File: config.mk
export PLATFORM = sky130hd
export DESIGN_NAME = cow_decoder
export DESIGN_NICKNAME = d
export VERILOG_FILES = /design/src/design/cow_pkg.sv /design/src/design/cow_decoder.sv /design/src/design/cow_sync.sv /design/src/design/cow_delay.sv
export VERILOG_INCLUDE_DIRS = /design/src /design/src/design
export SDC_FILE = /design/constraint.sdc
export NUM_CORES = 1
export LEC_CHECK = 0
export BUFFER_PORTS_ARGS = -buffer_cell sky130_fd_sc_hd__buf_2
export CELL_PAD_IN_SITES_DETAIL_PLACEMENT = 1
export CELL_PAD_IN_SITES_GLOBAL_PLACEMENT = 2
export CORE_AREA = 3 3 74 145
export CTS_CLUSTER_SIZE = 10
export DETAILED_ROUTE_END_ITERATION = 8
export DIE_AREA = 0 0 77 148
export PLACE_DENSITY_LB_ADDON = 0.15
export SLEW_MARGIN = 20
export SYNTH_ARGS = -nofsm -noshare
export SYNTH_HDL_FRONTEND = slang
export SYNTH_SLANG_ARGS = --single-unit
File: constraint.sdc
create_clock -name CLK_SYS_I -period 1.6 [get_ports CLK_SYS_I]
set_input_delay 0.32 -clock CLK_SYS_I [delete_from_list [all_inputs] [get_ports CLK_SYS_I]]
set_output_delay 0.32 -clock CLK_SYS_I [all_outputs]
set_load 0.01 [all_outputs]
File: src/design/cow_consts.svh
/*
 holds the numeric constants of the code option word decoder: register
 offsets, field positions, reset values and input delay timing.
 assumes it is included by its bare name from design files only.
*/
`ifndef COW_CONSTS_SVH
`define COW_CONSTS_SVH

// configuration word width and register offsets
`define COW_WORD_W 13
`define COW_ADDR_WORD0 4'h0
`define COW_ADDR_WORD1 4'h1
`define COW_ADDR_STATUS 4'h2

// word 0 field positions
`define COW_B_OSC_TYPE 12
`define COW_B_WDT_DIS 11
`define COW_B_CLK_CNT 10
`define COW_B_PROTECT 9
`define COW_B_RANGE 8
`define COW_B_RC_CAP 7
`define COW_B_POWER 6
`define COW_B_DLY_HI 5
`define COW_B_DLY_LO 4
`define COW_B_RST_EN 3

// status register field positions
`define COW_S_MODE_LSB 0
`define COW_S_RANGE_FLT 5
`define COW_S_DLY_FLT 6
`define COW_S_SDI_LVL 7
`define COW_S_PIN_LVL 8
`define COW_S_DLY_LSB 9

// reset values of the two words
`define COW_WORD0_RST 13'h1fff
`define COW_WORD1_RST 13'h0000

// input delay timing
`define COW_CLK_MHZ 25
`define COW_CLK_PERIOD_NS (1000 / `COW_CLK_MHZ)
`define COW_DELAY_50_NS 50
`define COW_DELAY_100_NS 100
`define COW_DELAY_50_CYC \
   ((`COW_DELAY_50_NS + `COW_CLK_PERIOD_NS - 1) / `COW_CLK_PERIOD_NS)
`define COW_DELAY_100_CYC \
   ((`COW_DELAY_100_NS + `COW_CLK_PERIOD_NS - 1) / `COW_CLK_PERIOD_NS)

`endif

File: src/design/cow_pkg.sv
/*
 holds the types of the code option word decoder.
 assumes nothing of its surroundings.
*/
package cow_pkg;

   // decoded oscillator mode, one-hot
   typedef enum logic [4:0]
   {
      COW_MODE_HIGH_CRYSTAL = 5'h01,
      COW_MODE_LOW_CRYSTAL = 5'h02,
      COW_MODE_EXTERNAL_RC = 5'h04,
      COW_MODE_INTERNAL_CAP = 5'h08,
      COW_MODE_UNDEFINED = 5'h10
   } cow_osc_mode_t;

endpackage : cow_pkg

File: src/design/cow_decoder.sv
/*
 holds the code option word decoder top: the two configuration words,
 their decode onto oscillator, watchdog, protection and pin controls,
 the serial data input delay and the shared reset or port pin.
 assumes a plain register port with one cycle read latency and one
 system clock; the clock, watchdog and reset blocks are outside.
*/
`timescale 1ns/1ns
`default_nettype none
`include "cow_consts.svh"

//////////////////////////////////////////////////////////////////////////////
module cow_decoder
   import cow_pkg::*;
#(
   parameter int ADDR_W = 4,
   parameter int DATA_W = 16,
   parameter int DLY_DEPTH = `COW_DELAY_100_CYC
)
(
   input wire logic CLK_SYS_I,
   input wire logic RST_B_I,
   input wire logic CE_I,
   input wire logic [ADDR_W-1:0] ADDR_I,
   input wire logic [DATA_W-1:0] WDATA_I,
   input wire logic WR_I,
   input wire logic RD_I,
   output logic [DATA_W-1:0] RDATA_O,
   input wire logic SERIAL_DATA_INPUT_I,
   output logic SERIAL_DATA_DELAYED_O,
   input wire logic PORT7_BIT0_PIN_I,
   output logic PORT7_BIT0_PIN_O,
   output logic PORT7_BIT0_PIN_OE_O,
   input wire logic PORT7_BIT0_CORE_OUT_I,
   input wire logic PORT7_BIT0_CORE_OE_I,
   output logic PORT7_BIT0_CORE_IN_O,
   output logic EXT_RESET_B_O,
   output logic OSC_TYPE_SELECT_O,
   output logic WATCHDOG_ENABLE_O,
   output logic FOUR_CLOCK_CYCLE_O,
   output logic CODE_PROTECT_ON_O,
   output logic CRYSTAL_RANGE_SELECT_O,
   output logic RC_CAPACITOR_SOURCE_O,
   output logic OSCILLATOR_POWER_SELECT_O,
   output logic [4:0] OSC_MODE_O,
   output logic HIGH_CRYSTAL_MODE_O,
   output logic LOW_CRYSTAL_MODE_O,
   output logic EXTERNAL_RC_MODE_O,
   output logic INTERNAL_CAP_MODE_O,
   output logic CONFIG_FAULT_O,
   output logic [`COW_WORD_W-1:0] USER_ID_O
);

   localparam int WW = `COW_WORD_W;
   localparam int DLY_SEL_W = $clog2(DLY_DEPTH + 1);

   if (DATA_W < WW || ADDR_W < 2 || DLY_DEPTH < `COW_DELAY_100_CYC)
   begin : g_chk
      $error("cow_decoder parameters too small for the option words");
   end

   ///////////////////////////////////////////////////////////////////////////
   // decode functions

   // oscillator mode from type, capacitor, range and power bits
   function automatic cow_osc_mode_t osc_mode_f(input logic [WW-1:0] w);
      logic xtal;
      xtal = w[`COW_B_OSC_TYPE];
      return (xtal && w[`COW_B_RANGE]) ? COW_MODE_HIGH_CRYSTAL :
         (xtal && !w[`COW_B_POWER]) ? COW_MODE_LOW_CRYSTAL :
         xtal ? COW_MODE_UNDEFINED :
         w[`COW_B_RC_CAP] ? COW_MODE_EXTERNAL_RC : COW_MODE_INTERNAL_CAP;
   endfunction : osc_mode_f

   // serial input delay in cycles; codes 0 and 3 both give no delay
   function automatic logic [DLY_SEL_W-1:0] dly_cnt_f(
      input logic [WW-1:0] w);
      logic [1:0] c;
      c = {w[`COW_B_DLY_HI], w[`COW_B_DLY_LO]};
      return (c == 2'h1) ? DLY_SEL_W'(`COW_DELAY_50_CYC) :
         (c == 2'h2) ? DLY_SEL_W'(`COW_DELAY_100_CYC) : '0;
   endfunction : dly_cnt_f

   ///////////////////////////////////////////////////////////////////////////
   // option word registers

   logic [WW-1:0] word0_q;
   logic [WW-1:0] word1_q;
   logic [DATA_W-1:0] rdata_q;
   logic sel_word0;
   logic sel_word1;
   logic sel_status;

   // address decode of the register port
   assign sel_word0 = (ADDR_I == ADDR_W'(`COW_ADDR_WORD0));
   assign sel_word1 = (ADDR_I == ADDR_W'(`COW_ADDR_WORD1));
   assign sel_status = (ADDR_I == ADDR_W'(`COW_ADDR_STATUS));

   // word writes; the status word is read only
   always_ff @(posedge CLK_SYS_I or negedge RST_B_I)
   begin
      if (!RST_B_I)
      begin
         word0_q <= `COW_WORD0_RST;
         word1_q <= `COW_WORD1_RST;
      end
      else if (CE_I && WR_I)
      begin
         if (sel_word0)
         begin
            word0_q <= WDATA_I[WW-1:0];
         end
         if (sel_word1)
         begin
            word1_q <= WDATA_I[WW-1:0];
         end
      end
   end

   ///////////////////////////////////////////////////////////////////////////
   // field decode

   cow_osc_mode_t mode_d;
   logic [DLY_SEL_W-1:0] dly_cnt;
   logic range_fault;
   logic dly_fault;
   logic reset_pin_mode;

   // only the named fields are looked at; bits 2:0 feed only the word 0 read back
   assign mode_d = osc_mode_f(word0_q);
   assign dly_cnt = dly_cnt_f(word0_q);
   assign range_fault = !word0_q[`COW_B_OSC_TYPE] && word0_q[`COW_B_RANGE];
   assign dly_fault = !word0_q[`COW_B_DLY_HI] && !word0_q[`COW_B_DLY_LO];
   assign reset_pin_mode = !word0_q[`COW_B_RST_EN];

   logic osc_type_q;
   logic wdt_en_q;
   logic four_clk_q;
   logic protect_q;
   logic range_q;
   logic rc_cap_q;
   logic power_q;
   cow_osc_mode_t mode_q;
   logic fault_q;
   logic [WW-1:0] user_id_q;

   // decoded controls held in flip-flops
   always_ff @(posedge CLK_SYS_I or negedge RST_B_I)
   begin
      if (!RST_B_I)
      begin
         osc_type_q <= 1'b0;
         wdt_en_q <= 1'b0;
         four_clk_q <= 1'b0;
         protect_q <= 1'b0;
         range_q <= 1'b0;
         rc_cap_q <= 1'b0;
         power_q <= 1'b0;
         mode_q <= COW_MODE_UNDEFINED;
         fault_q <= 1'b0;
         user_id_q <= '0;
      end
      else if (CE_I)
      begin
         osc_type_q <= word0_q[`COW_B_OSC_TYPE];
         wdt_en_q <= !word0_q[`COW_B_WDT_DIS];
         four_clk_q <= word0_q[`COW_B_CLK_CNT];
         protect_q <= !word0_q[`COW_B_PROTECT];
         range_q <= word0_q[`COW_B_OSC_TYPE] && word0_q[`COW_B_RANGE];
         rc_cap_q <= word0_q[`COW_B_RC_CAP];
         power_q <= word0_q[`COW_B_POWER];
         mode_q <= mode_d;
         fault_q <= range_fault || dly_fault || mode_d == COW_MODE_UNDEFINED;
         user_id_q <= word1_q;
      end
   end

   assign OSC_TYPE_SELECT_O = osc_type_q;
   assign WATCHDOG_ENABLE_O = wdt_en_q;
   assign FOUR_CLOCK_CYCLE_O = four_clk_q;
   assign CODE_PROTECT_ON_O = protect_q;
   assign CRYSTAL_RANGE_SELECT_O = range_q;
   assign RC_CAPACITOR_SOURCE_O = rc_cap_q;
   assign OSCILLATOR_POWER_SELECT_O = power_q;
   assign OSC_MODE_O = mode_q;
   assign HIGH_CRYSTAL_MODE_O = (mode_q == COW_MODE_HIGH_CRYSTAL);
   assign LOW_CRYSTAL_MODE_O = (mode_q == COW_MODE_LOW_CRYSTAL);
   assign EXTERNAL_RC_MODE_O = (mode_q == COW_MODE_EXTERNAL_RC);
   assign INTERNAL_CAP_MODE_O = (mode_q == COW_MODE_INTERNAL_CAP);
   assign CONFIG_FAULT_O = fault_q;
   assign USER_ID_O = user_id_q;

   ///////////////////////////////////////////////////////////////////////////
   // serial data input delay

   logic sdi_sync;

   cow_sync #(
      .RST_VAL (1'b0)
   ) u_sdi_sync (
      .clk_i (CLK_SYS_I),
      .rst_b_i (RST_B_I),
      .ce_i (CE_I),
      .d_i (SERIAL_DATA_INPUT_I),
      .q_o (sdi_sync)
   );

   cow_delay #(
      .DEPTH (DLY_DEPTH),
      .SEL_W (DLY_SEL_W)
   ) u_sdi_delay (
      .clk_i (CLK_SYS_I),
      .rst_b_i (RST_B_I),
      .ce_i (CE_I),
      .din_i (sdi_sync),
      .sel_i (dly_cnt),
      .dout_o (SERIAL_DATA_DELAYED_O)
   );

   ///////////////////////////////////////////////////////////////////////////
   // shared reset or port pin

   logic pin_sync;

   cow_sync #(
      .RST_VAL (1'b1)
   ) u_pin_sync (
      .clk_i (CLK_SYS_I),
      .rst_b_i (RST_B_I),
      .ce_i (CE_I),
      .d_i (PORT7_BIT0_PIN_I),
      .q_o (pin_sync)
   );

   // reset mode never drives the pin and hides it from the port logic
   assign PORT7_BIT0_PIN_O = reset_pin_mode ? 1'b0 : PORT7_BIT0_CORE_OUT_I;
   assign PORT7_BIT0_PIN_OE_O = !reset_pin_mode && PORT7_BIT0_CORE_OE_I;
   assign PORT7_BIT0_CORE_IN_O = reset_pin_mode ? 1'b0 : pin_sync;
   assign EXT_RESET_B_O = reset_pin_mode ? pin_sync : 1'b1;

   ///////////////////////////////////////////////////////////////////////////
   // register read port

   logic [DATA_W-1:0] status_word;
   logic [DATA_W-1:0] rd_mux;

   // status word: live mode, faults, pin levels and delay count
   assign status_word = DATA_W'({dly_cnt, pin_sync, sdi_sync, dly_fault,
      range_fault, 5'(mode_d)});
   assign rd_mux = sel_word0 ? DATA_W'(word0_q) :
      sel_word1 ? DATA_W'(word1_q) :
      sel_status ? status_word : '0;

   // read data stands for the one cycle after the strobe only
   always_ff @(posedge CLK_SYS_I or negedge RST_B_I)
   begin
      if (!RST_B_I)
      begin
         rdata_q <= '0;
      end
      else if (CE_I)
      begin
         rdata_q <= RD_I ? rd_mux : '0;
      end
   end

   assign RDATA_O = rdata_q;

   ///////////////////////////////////////////////////////////////////////////
   // checks

   a_osc_type_write: assert property (
      @(posedge CLK_SYS_I) disable iff (!RST_B_I)
      (CE_I && WR_I && sel_word0) ##1 CE_I
      |=> OSC_TYPE_SELECT_O == $past(WDATA_I[`COW_B_OSC_TYPE], 2))
      else $error("oscillator type does not follow word0 write");
   a_wdt_inverted: assert property (
      @(posedge CLK_SYS_I) disable iff (!RST_B_I)
      CE_I |=> WATCHDOG_ENABLE_O != $past(word0_q[`COW_B_WDT_DIS]))
      else $error("watchdog enable sense wrong");
   a_clock_count: assert property (
      @(posedge CLK_SYS_I) disable iff (!RST_B_I)
      CE_I |=> FOUR_CLOCK_CYCLE_O == $past(word0_q[`COW_B_CLK_CNT]))
      else $error("clocks per cycle select wrong");
   a_protect_sense: assert property (
      @(posedge CLK_SYS_I) disable iff (!RST_B_I)
      CE_I |=> CODE_PROTECT_ON_O == !$past(word0_q[`COW_B_PROTECT]))
      else $error("code protection sense wrong");
   a_range_gated: assert property (
      @(posedge CLK_SYS_I) disable iff (!RST_B_I)
      CRYSTAL_RANGE_SELECT_O |-> OSC_TYPE_SELECT_O)
      else $error("crystal range active outside crystal type");
   a_cap_power: assert property (
      @(posedge CLK_SYS_I) disable iff (!RST_B_I)
      CE_I |=> {RC_CAPACITOR_SOURCE_O, OSCILLATOR_POWER_SELECT_O} ==
      {$past(word0_q[`COW_B_RC_CAP]), $past(word0_q[`COW_B_POWER])})
      else $error("capacitor source or power select wrong");
   a_reset_pin_mode: assert property (
      @(posedge CLK_SYS_I) disable iff (!RST_B_I)
      reset_pin_mode |-> !PORT7_BIT0_PIN_OE_O && EXT_RESET_B_O == pin_sync
      && !PORT7_BIT0_CORE_IN_O)
      else $error("shared pin not in reset role");
   a_user_id_load: assert property (
      @(posedge CLK_SYS_I) disable iff (!RST_B_I)
      (CE_I && WR_I && sel_word1) ##1 (CE_I && !WR_I)
      |=> USER_ID_O == $past(WDATA_I[WW-1:0], 2))
      else $error("user id does not follow word1 write");
   a_mode_decode: assert property (
      @(posedge CLK_SYS_I) disable iff (!RST_B_I)
      (CE_I && word0_q[`COW_B_OSC_TYPE] && word0_q[`COW_B_RANGE])
      |=> HIGH_CRYSTAL_MODE_O && !LOW_CRYSTAL_MODE_O)
      else $error("high crystal mode not decoded");
   // the first edge after reset loads the outputs, so it is left out
   a_low_bits_inert: assert property (
      @(posedge CLK_SYS_I) disable iff (!RST_B_I)
      (CE_I && $past(CE_I) && $past(RST_B_I)
      && $stable(word0_q[WW-1:`COW_B_RST_EN]))
      |=> $stable({OSC_MODE_O, WATCHDOG_ENABLE_O, FOUR_CLOCK_CYCLE_O,
      CODE_PROTECT_ON_O, CRYSTAL_RANGE_SELECT_O, CONFIG_FAULT_O}))
      else $error("unassigned word0 bits changed behaviour");

endmodule : cow_decoder

`default_nettype wire

File: src/design/cow_sync.sv
/*
 holds a three stage pin synchroniser with an output flip-flop that follows only once
 the second and third stages agree.
 assumes a single clock and an asynchronous active low reset.
*/
`timescale 1ns/1ns
`default_nettype none

module cow_sync
#(
   parameter logic RST_VAL = 1'b0
)
(
   input wire logic clk_i,
   input wire logic rst_b_i,
   input wire logic ce_i,
   input wire logic d_i,
   output var logic q_o
);

   logic s1_q;
   logic s2_q;
   logic s3_q;
   logic q_q;

   // three stages; the output only moves when stage two and three agree
   always_ff @(posedge clk_i or negedge rst_b_i)
   begin
      if (!rst_b_i)
      begin
         s1_q <= RST_VAL;
         s2_q <= RST_VAL;
         s3_q <= RST_VAL;
         q_q <= RST_VAL;
      end
      else if (ce_i)
      begin
         s1_q <= d_i;
         s2_q <= s1_q;
         s3_q <= s2_q;
         if (s2_q == s3_q)
         begin
            q_q <= s3_q;
         end
      end
   end

   assign q_o = q_q;

endmodule : cow_sync

`default_nettype wire

File: src/design/cow_delay.sv
/*
 holds a selectable delay line of whole clock cycles; tap zero is the
 input itself.
 assumes the input already comes from a flip-flop on the same clock.
*/
`timescale 1ns/1ns
`default_nettype none

module cow_delay
#(
   parameter int DEPTH = 3,
   parameter int SEL_W = $clog2(DEPTH + 1)
)
(
   input wire logic clk_i,
   input wire logic rst_b_i,
   input wire logic ce_i,
   input wire logic din_i,
   input wire logic [SEL_W-1:0] sel_i,
   output logic dout_o
);

   logic [DEPTH:0] tap;

   if (DEPTH < 1)
   begin : g_chk
      $error("cow_delay needs a depth of at least one");
   end

   assign tap[0] = din_i;

   // one flip-flop per cycle of delay
   for (genvar i = 1; i <= DEPTH; i++)
   begin : g_tap
      logic tap_q;
      always_ff @(posedge clk_i or negedge rst_b_i)
      begin
         if (!rst_b_i)
         begin
            tap_q <= 1'b0;
         end
         else if (ce_i)
         begin
            tap_q <= tap[i-1];
         end
      end
      assign tap[i] = tap_q;
   end

   // tap select; out of range indices fall back to no delay
   assign dout_o = (int'(sel_i) <= DEPTH) ? tap[sel_i] : tap[0];

   a_two_cycle_tap: assert property (
      @(posedge clk_i) disable iff (!rst_b_i)
      (DEPTH >= 2 && sel_i == SEL_W'(2) && $past(sel_i) == SEL_W'(2)
       && $past(ce_i) && $past(ce_i, 2))
      |-> dout_o == $past(din_i, 2))
      else $error("two cycle delay tap does not match input");

endmodule : cow_delay

`default_nettype wire

Word level (Yosys, flattened, before mapping)
Index checks and enable logic that the tools add are counted.

Memory bits (writable): 0. Output and inout bits: 51. Register bits: 79. Bits in latches: 0. ROM bits: 0. Logic and storage cells: 70. Bits of input ports: 29. Memories kept: 0.

Add/sub/neg operators: 0. Multiplexer cells: 15. Shift-type cells: 0. Divide/modulo/power cells: 0. $lt $le $gt $ge: 1. Equal/unequal tests: 11. Reductions and logical operators: 19. Bitwise logic cells: 0. Multiply operators: 0.

Operators by type and width (number): $mux 13 (3); $mux 5 (3); $mux 11 (1); $reduce_and 2->1 (4); $logic_and 1x1->1 (6); $logic_not 1->1 (6); $eq 5x1->1 const B (1); $eq 5x2->1 const B (1); $eq 5x3->1 const B (1); $eq 5x4->1 const B (1); $eq 5x5->1 const B (1); $eq 4x1->1 const B (1); $eq 4x2->1 const B (1); $logic_not 4->1 (1); $mux 1 (4); $mux 2 (2); $mux 4 (1); $lt 2x3->1 const B (1); $bmux 1 s2 (1); $eq 1x1->1 (2); $eq 2x1->1 const B (1); $eq 2x2->1 const B (1); $logic_or 1x1->1 (2).

Longest topological paths before layout
Gate-level depths: netlist of the first run.

Word-level depth: 8. Gate-level depth with buffers: 6. Gate-level depth less buffers: 4.

Modules after synthesis
From an unflattened synthesis of the first run, not the netlist that was laid out.

Cells, all modules: 262. Area, all modules: 3353.2 um^2.

Modules (own cells, without submodules): cow_decoder (instances 1, cells each 235, area each 2904.0 um^2, seq. area each 1619.1 um^2); cow_sync (u_pin_sync) (instances 1, cells each 10, area each 161.4 um^2, seq. area each 105.1 um^2); cow_sync (u_sdi_sync) (instances 1, cells each 10, area each 156.4 um^2, seq. area each 100.1 um^2); cow_delay (instances 1, cells each 7, area each 131.4 um^2, seq. area each 75.1 um^2).

Least setup slack after synthesis of the first run
Ideal clock, no wire load.

Path type: input port to flip-flop. From: input port ADDR_I[3]. To: register word1_q[10]. Buffers on the path: 2. Slack: 47 ps. Stages: 5. Library setup time: 125 ps. Arrival: 1427 ps. Data required time: 1475 ps. Cell sequence: nor4_4 and3_1 buf_4 buf_12 mux2_4.

Word-level cells in the longest chain between the ends: 2.

RTL lines: start: declaration (RTL line cow_decoder.sv:24) `input wire logic [ADDR_W-1:0] ADDR_I,`; $eq 4x1->1 (RTL line cow_decoder.sv:96) `` assign sel_word1 = (ADDR_I == ADDR_W'(`COW_ADDR_WORD1)); ``; $reduce_and 2->1 (no source line); end signal: assignment (RTL line cow_decoder.sv:105) `` word1_q <= `COW_WORD1_RST; ``; end signal: assignment (RTL line cow_decoder.sv:115) `word1_q <= WDATA_I[WW-1:0];`; end: declaration (RTL line cow_decoder.sv:88) `logic [WW-1:0] word1_q;`.

Every way passes these cells. A chain may end at the register's enable or synchronous reset.

Final worst setup path of the first run
From: register word0_q[5]. To: output port SERIAL_DATA_DELAYED_O.

Word-level cells in the longest chain between the ends: 5. Elaborated cells on any way between the ends: 6. Those cells by class: eq/ne: 2; mux: 4.

RTL lines: start: declaration (RTL line cow_decoder.sv:87) `logic [WW-1:0] word0_q;`; start signal: assignment (RTL line cow_decoder.sv:104) `` word0_q <= `COW_WORD0_RST; ``; start signal: assignment (RTL line cow_decoder.sv:111) `word0_q <= WDATA_I[WW-1:0];`; $eq 2x2->1 (RTL line cow_decoder.sv:81) `` (c == 2'h2) ? DLY_SEL_W'(`COW_DELAY_100_CYC) : '0; ``; $mux 2 (RTL line cow_decoder.sv:81); $mux 2 * (RTL line cow_decoder.sv:80) `` return (c == 2'h1) ? DLY_SEL_W'(`COW_DELAY_50_CYC) : ``; $bmux 1 s2 * (RTL line cow_delay.sv:51) `assign dout_o = (int'(sel_i) <= DEPTH) ? tap[sel_i] : tap[0];`; $mux 1 (not written as such) * (RTL line cow_delay.sv:51); end: declaration (RTL line cow_decoder.sv:30) `output logic SERIAL_DATA_DELAYED_O,`.

Mark *: on every way between the ends. The rest lies on a longest branch, timed or not. The select of a mux whose other input is x is not followed.

==> metrics.yaml, run 1 <==
outcome: "complete, but fails checks"
violations: "negative hold slack, negative setup slack"
drtIter0Drc: 90
antenna_left: 0
p_per_area_mw_per_mm2: 1320
io_buffers: 73
cts_hold_buffers: 0
endpoint_kind: "output port"
drt_wl_total_mm: 8.48
design.core.area_sq_mm: 0.00976
die_area_sq_mm: 0.0114
p_leak_nw: 2.03
grt_setup_unrepaired: "yes"
post-route-min-period_ns: 2.03
vias: 2315
antenna_found_initial: 0
start_kind: "flip-flop"
first_global_vias: 2587
synth_seq_cells: 75
final_common_cell: "buf_2"
cts_buffer_depth: 2
num_rows: 51
synth_warnings: 0
critPathMaxFanout: 3
nNetsFinal: 382
timing.rr.end: "RDATA_O[1]"
irDropWorstVdd_v: 0.000712
fin_hold_ws_ns: -0.0167
final_cell_mix: "buf_2 (71), dfrtp_1 (57), mux2_2 (43)"
switching_share_pct: 27.6
gp_congestion: 0.746
insertion_delay_ns: 0.33
min_path_type: "primary input to asynchronous set/reset pin"
cts_tree: "built"
p_clk_share_pct: 34.9
area_growth_pct: 29.0
min_period_over_period_pct: 127
post_drt_wl_per_cell_um: 17.4
pwr-share-comb_pct: 20.2
syn_area_per_cell_sq_um: 12.8
fill_cells: 1052
seq_power_share_pct: 44.9
drc_errors: 0
r2r.worst_path.cells: 4
worstSetupPathType: "flip-flop to output port"
rr_startpoint: "word0_q[12]"
fin_util_pct: 44.2
synth_seq_area_share_pct: 56.7
grt_max_degree: 76
cts_root_buf: "clkbuf_16"
clock-sinks: 75
placed_area_sq_mm: 0.00396
overflow: 0
synth_cell_types: 36
intPower_mw: 4.14
synthesis.area_sq_mm: 0.00335
rrSetupSlack_ns: 0.15
crit_required_ns: 1.28
insertedDiodeCount: 0
cts_buffers: 9
maxCapViolCount: 0
io_pins: 80
grt_pass1_wl_mm: 13.9
start_util_pct: 34.3
worstPathArrival_ns: 1.71
drive_gt1_share_pct: 53.9
hpwl_mm: 6.13
cts_max_level: 3
finalSetupViolCount: 1
setup_ws_ns: -0.428
hold_violations: 5
fmax_ghz: 0.493
drtPass1Iterations: 4
die_w_um: 77
finalMaxSlewViolations: 0
clk_pin_slew_ns: 0.06
synth_ff_type: "dfrtp_1"
synth-edff-count: 0
synthCells: 262
vias_per_cell: 4.74
power_switching_mw: 1.58
die_h_um: 148
fin_area_sq_mm: 0.00432
ys_async_sr_fraction_pct: 100
grt_util_all_layers_pct: 15.9
finClkSkew_ns: 0.00460
[registers in the layout (all words and copies together), names as in the netlist, 3 cells and up]
register	cells
u_sdi_delay.g_tap.tap_q	3
word0_q	13
word1_q	13
OSC_MODE_O	5
USER_ID_O	13
RDATA_O	13
[worst max-delay path by stage]
stage	startpoint	to	slack (ns)	depth (start not counted)
after floorplan	ADDR_I[3]	word1_q[10]	0.05	5
after global placement	word0_q[5]	SERIAL_DATA_DELAYED_O	-0.1	3
after detailed placement	word0_q[5]	SERIAL_DATA_DELAYED_O	-0.12	3
after CTS	word0_q[5]	SERIAL_DATA_DELAYED_O	-0.45	4
after global routing	word0_q[5]	SERIAL_DATA_DELAYED_O	-0.47	3
final	word0_q[5]	SERIAL_DATA_DELAYED_O	-0.43	3
[cells in the mapped netlist, drive strengths merged, types with 2 or more instances]
library cell / n / area share [%]
a21boi: 4 / 0.90
a21oi: 14 / 2.1
and2: 5 / 0.93
and3: 2 / 0.37
and4: 2 / 0.52
buf: 13 / 2.7
clkbuf: 5 / 0.56
dfrtp: 57 / 43
dfstp: 18 / 14
ha: 2 / 0.75
inv: 24 / 2.7
mux2: 53 / 19
mux2i: 7 / 2.1
nand2: 4 / 0.45
nand2b: 4 / 0.75
nor2: 10 / 1.1
o21ai: 10 / 1.5
o221ai: 4 / 1.0
o22ai: 10 / 1.9
o32ai: 3 / 0.79
[metal layers]
metal  GRT usage (%)  vias to the layer above  wire, um
met2            30.2                       49      4840
li1                -                     1094         -
met5               0                        -         0
met4            6.42                        0       132
met1            16.8                     1166      3170
met3            3.35                        6       337
[per-stage QoR]
stage / cells / worst slack (ns) / setup TNS, ns / power [mW]
after floorplan: 264 / 0.0474 / 0 / 3.18
after global placement: 470 / -0.0994 / -0.134 / 3.66
after detailed placement: 470 / -0.125 / -0.216 / 3.70
after CTS: 487 / -0.447 / -0.447 / 5.78
after global routing: 488 / -0.472 / -0.530 / 6.04
final: 488 / -0.428 / -0.428 / 5.71
[power by group through the flow]
stage	Clock (mW)	Combinational, mW	Sequential [mW]
2_1_floorplan	0	0.592	2.59
3_3_place_gp	0	1.08	2.57
3_5_place_dp	0	1.11	2.59
4_1_cts	2.06	1.16	2.56
5_1_grt	2.14	1.28	2.62
6_report	1.99	1.16	2.56
[timing repair]
action / in CTS / in global routing
setup endpoints to repair: 2 / 3
buffers inserted: 1 / 1
gates resized for setup: 7 / 2
pin swaps: 0 / 1
[kinds of logic (layout without fill, tap and decap cells)]
family	Yosys count	in the layout	share of synthesized area, %
fa+ha+maj	2	2	0.748
compound gates	47	47	8.71
simple gates	34	34	6.06
flops	75	75	56.7
other cells	1	3	0.112
buf+inv	42	134	5.91
mux	61	61	21.7
[cell type report]
cell class	count	area, sq um	share of cell area [%]
flip-flops and latches	75	1900	44.0
repair buffers	94	569	13.2
inverters	24	90.1	2.09
well taps	132	165	3.82
clock inverters	7	68.8	1.59
clock buffers	9	225	5.22
multi-input cells	147	1300	30.1
[worst max-delay path: stages (launching register included)]
cell,delay [ns]
dfstp_2,0.57
ha_4,0.14
mux4_2,0.52
buf_6,0.14
Note: power is estimated with default switching activity, not from simulation.
==> run 2, diff against run 1 <==
CORE_AREA = 3 3 77 151   (was 3 3 74 145)
DIE_AREA = 0 0 80 154   (was 0 0 77 148)
MAX_ROUTING_LAYER = met4   (was default)
SLEW_MARGIN = 40   (was 20)
clock period = 1.75 ns   (was 1.6 ns; I/O delays follow)
==> run 2 against run 1 <==
The run ends with negative setup slack left. Die area is 8.1% higher. Global-route usage down 0.76 points. Combinational power fell by 12%. Clock power is 9% lower. Sequential power shrank 8.6%. Clock skew grew 0.0014 ns.
==> metrics.yaml, run 2 (synthesis results as in run 1) <==
p_leak_nw: 2.01  # was 2.03 nW
grt_setup_unrepaired: "yes"  # unchanged
drt_wl_total_mm: 8.51  # was 8.48 mm
rrSetupSlack_ns: 0.30  # was 0.15 ns
crit_start: "word0_q[5]"  # unchanged
finClkSkew_ns: 0.00597  # was 0.00460 ns
num_rows: 53  # was 51
endpoint_kind: "output port"  # unchanged
critPathMaxFanout: 3  # unchanged
p_per_area_mw_per_mm2: 1210  # was 1320 mW/mm^2
insertion_delay_ns: 0.33  # about the same
first_global_vias: 2449  # was 2587
worstPathArrival_ns: 1.68  # was 1.71 ns
irDropWorstVdd_v: 0.000645  # was 0.000712 V
cts_max_level: 3  # unchanged
fin_area_sq_mm: 0.00427  # was 0.00432 sq mm
post_drt_wl_per_cell_um: 17.4  # about the same
clk_pin_slew_ns: 0.06  # about the same
fill_cells: 1166  # was 1052
cts_buffers: 9  # unchanged
fmax_ghz: 0.492
io_buffers: 73  # unchanged
dp_slack_ns: 0.00721  # was -0.125 ns
crit_required_ns: 1.40  # was 1.28 ns
insertedDiodeCount: 0  # unchanged
grt_pass1_wl_mm: 13.6  # was 13.9 mm
setup_ws_ns: -0.281  # was -0.428 ns
grt_util_all_layers_pct: 15.2  # was 15.9%
cts_tree: "built"  # unchanged
start_util_pct: 31.5  # was 34.3%
die_w_um: 80  # was 77 um
design.core.area_sq_mm: 0.0106  # was 0.00976 sq mm
drtPass1Iterations: 4  # unchanged
io_pins: 80  # unchanged
antenna_found_initial: 0  # unchanged
clock-sinks: 75  # unchanged
start_kind: "flip-flop"  # unchanged
final_cell_mix: "buf_2 (71), dfrtp_1 (57), mux2_2 (43)"  # unchanged
violations: "negative setup slack"  # was negative hold slack, negative setup slack
die_h_um: 154  # was 148 um
cts_buffer_depth: 2  # unchanged
min_period_over_period_pct: 116
placed_area_sq_mm: 0.00393  # was 0.00396 sq mm
nNetsFinal: 378  # was 382
min_path_type: "primary input to flip-flop"  # was primary input to asynchronous set/reset pin
layout.cells.non_filler: 489  # was 488
worstSetupPathType: "flip-flop to output port"  # unchanged
finalSetupViolCount: 1  # unchanged
maxCapViolCount: 0  # unchanged
drc_errors: 0  # unchanged
fin_hold_ws_ns: 0.252  # was -0.0167 ns
post-route-min-period_ns: 2.03
vias: 2313  # was 2315
die_area_sq_mm: 0.0123  # was 0.0114 sq mm
vias_per_cell: 4.73  # was 4.74
grt_max_degree: 39  # was 76
dp.cells: 472  # was 470
hold_violations: 0  # was 5
outcome: "complete, but fails checks"  # unchanged
area_growth_pct: 27.7  # was 29.0%
cts_root_buf: "clkbuf_16"  # unchanged
antenna_left: 0  # unchanged
finalMaxSlewViolations: 0  # unchanged
hold_path_startpoint: "SERIAL_DATA_INPUT_I"
overflow: 0  # unchanged
gp_congestion: 0.704  # was 0.746
drive_gt1_share_pct: 52.3  # was 53.9%
drtIter0Drc: 77  # was 90
power_mw: 5.17  # was 5.71 mW
final_common_cell: "buf_2"  # unchanged
hpwl_mm: 6.35  # was 6.13 mm
rr_startpoint: "word0_q[12]"  # unchanged
==> run 2: final cells by class <==
| type | count | area (sq um) | share of cell area, % |
|---|---|---|---|
| clock buffer | 11 | 243 | 5.68 |
| clock inverter | 5 | 52.6 | 1.23 |
| sequential | 75 | 1900 | 44.4 |
| tap | 137 | 171 | 4.01 |
| multi-input combinational | 147 | 1290 | 30.2 |
| timing repair buffer | 90 | 529 | 12.4 |
| inverter | 24 | 90.1 | 2.11 |
==> run 2: timing repair <==
item | in CTS | in global routing
resized for setup | 5 | 1
endpoints found under the setup margin | 1 | 2
hold endpoints to repair | 14 | 0
hold buffers | 1 | 0
setup buffers | 0 | 0
pin swaps | 1 | 0
==> run 2: through the flow <==
step                setup TNS (ns)  util [%]
finish                      -0.281      40.3
global route                -0.340      40.3
CTS                         -0.304      40.2
detailed placement               0      37.1
global placement                 0      37.1
floorplan                        0         -
==> run 2: worst max-delay path, stage by stage, from the launching register on <==
cell     delay (ns)
dfstp_2        0.56
inv_1          0.08
ha_4           0.27
mux4_2         0.31
buf_6          0.14
==> run 2: metal layers <==
layer  track usage (%)  up-vias  part of all wire [%]
li1                  -     1086                     -
met1              16.7     1171                    38
met2              26.6       49                    57
met3              2.34        7                   3.6
met4              6.29        0                   1.8
met5                 -        -                     0
==> run 2: where the power goes <==
part	leakage, nW	switching, mW	internal, mW	total, mW
Sequential	0.922	0.230	2.11	2.34
Combinational	0.939	0.470	0.550	1.02
Clock	0.145	0.682	1.13	1.82
Total	2.01	1.38	3.79	5.17
==> run 2: final timing paths <==
| path | to | depth (start not counted) |
|---|---|---|
| min | u_sdi_sync.s1_q | 2 |
| max | SERIAL_DATA_DELAYED_O | 4 |
| max reg2reg | RDATA_O[1] | 4 |
| min reg2reg | u_sdi_sync.q_o | 2 |
| max in group asynchronous | word0_q[8] | 3 |
| min in group asynchronous | USER_ID_O[5] | 2 |
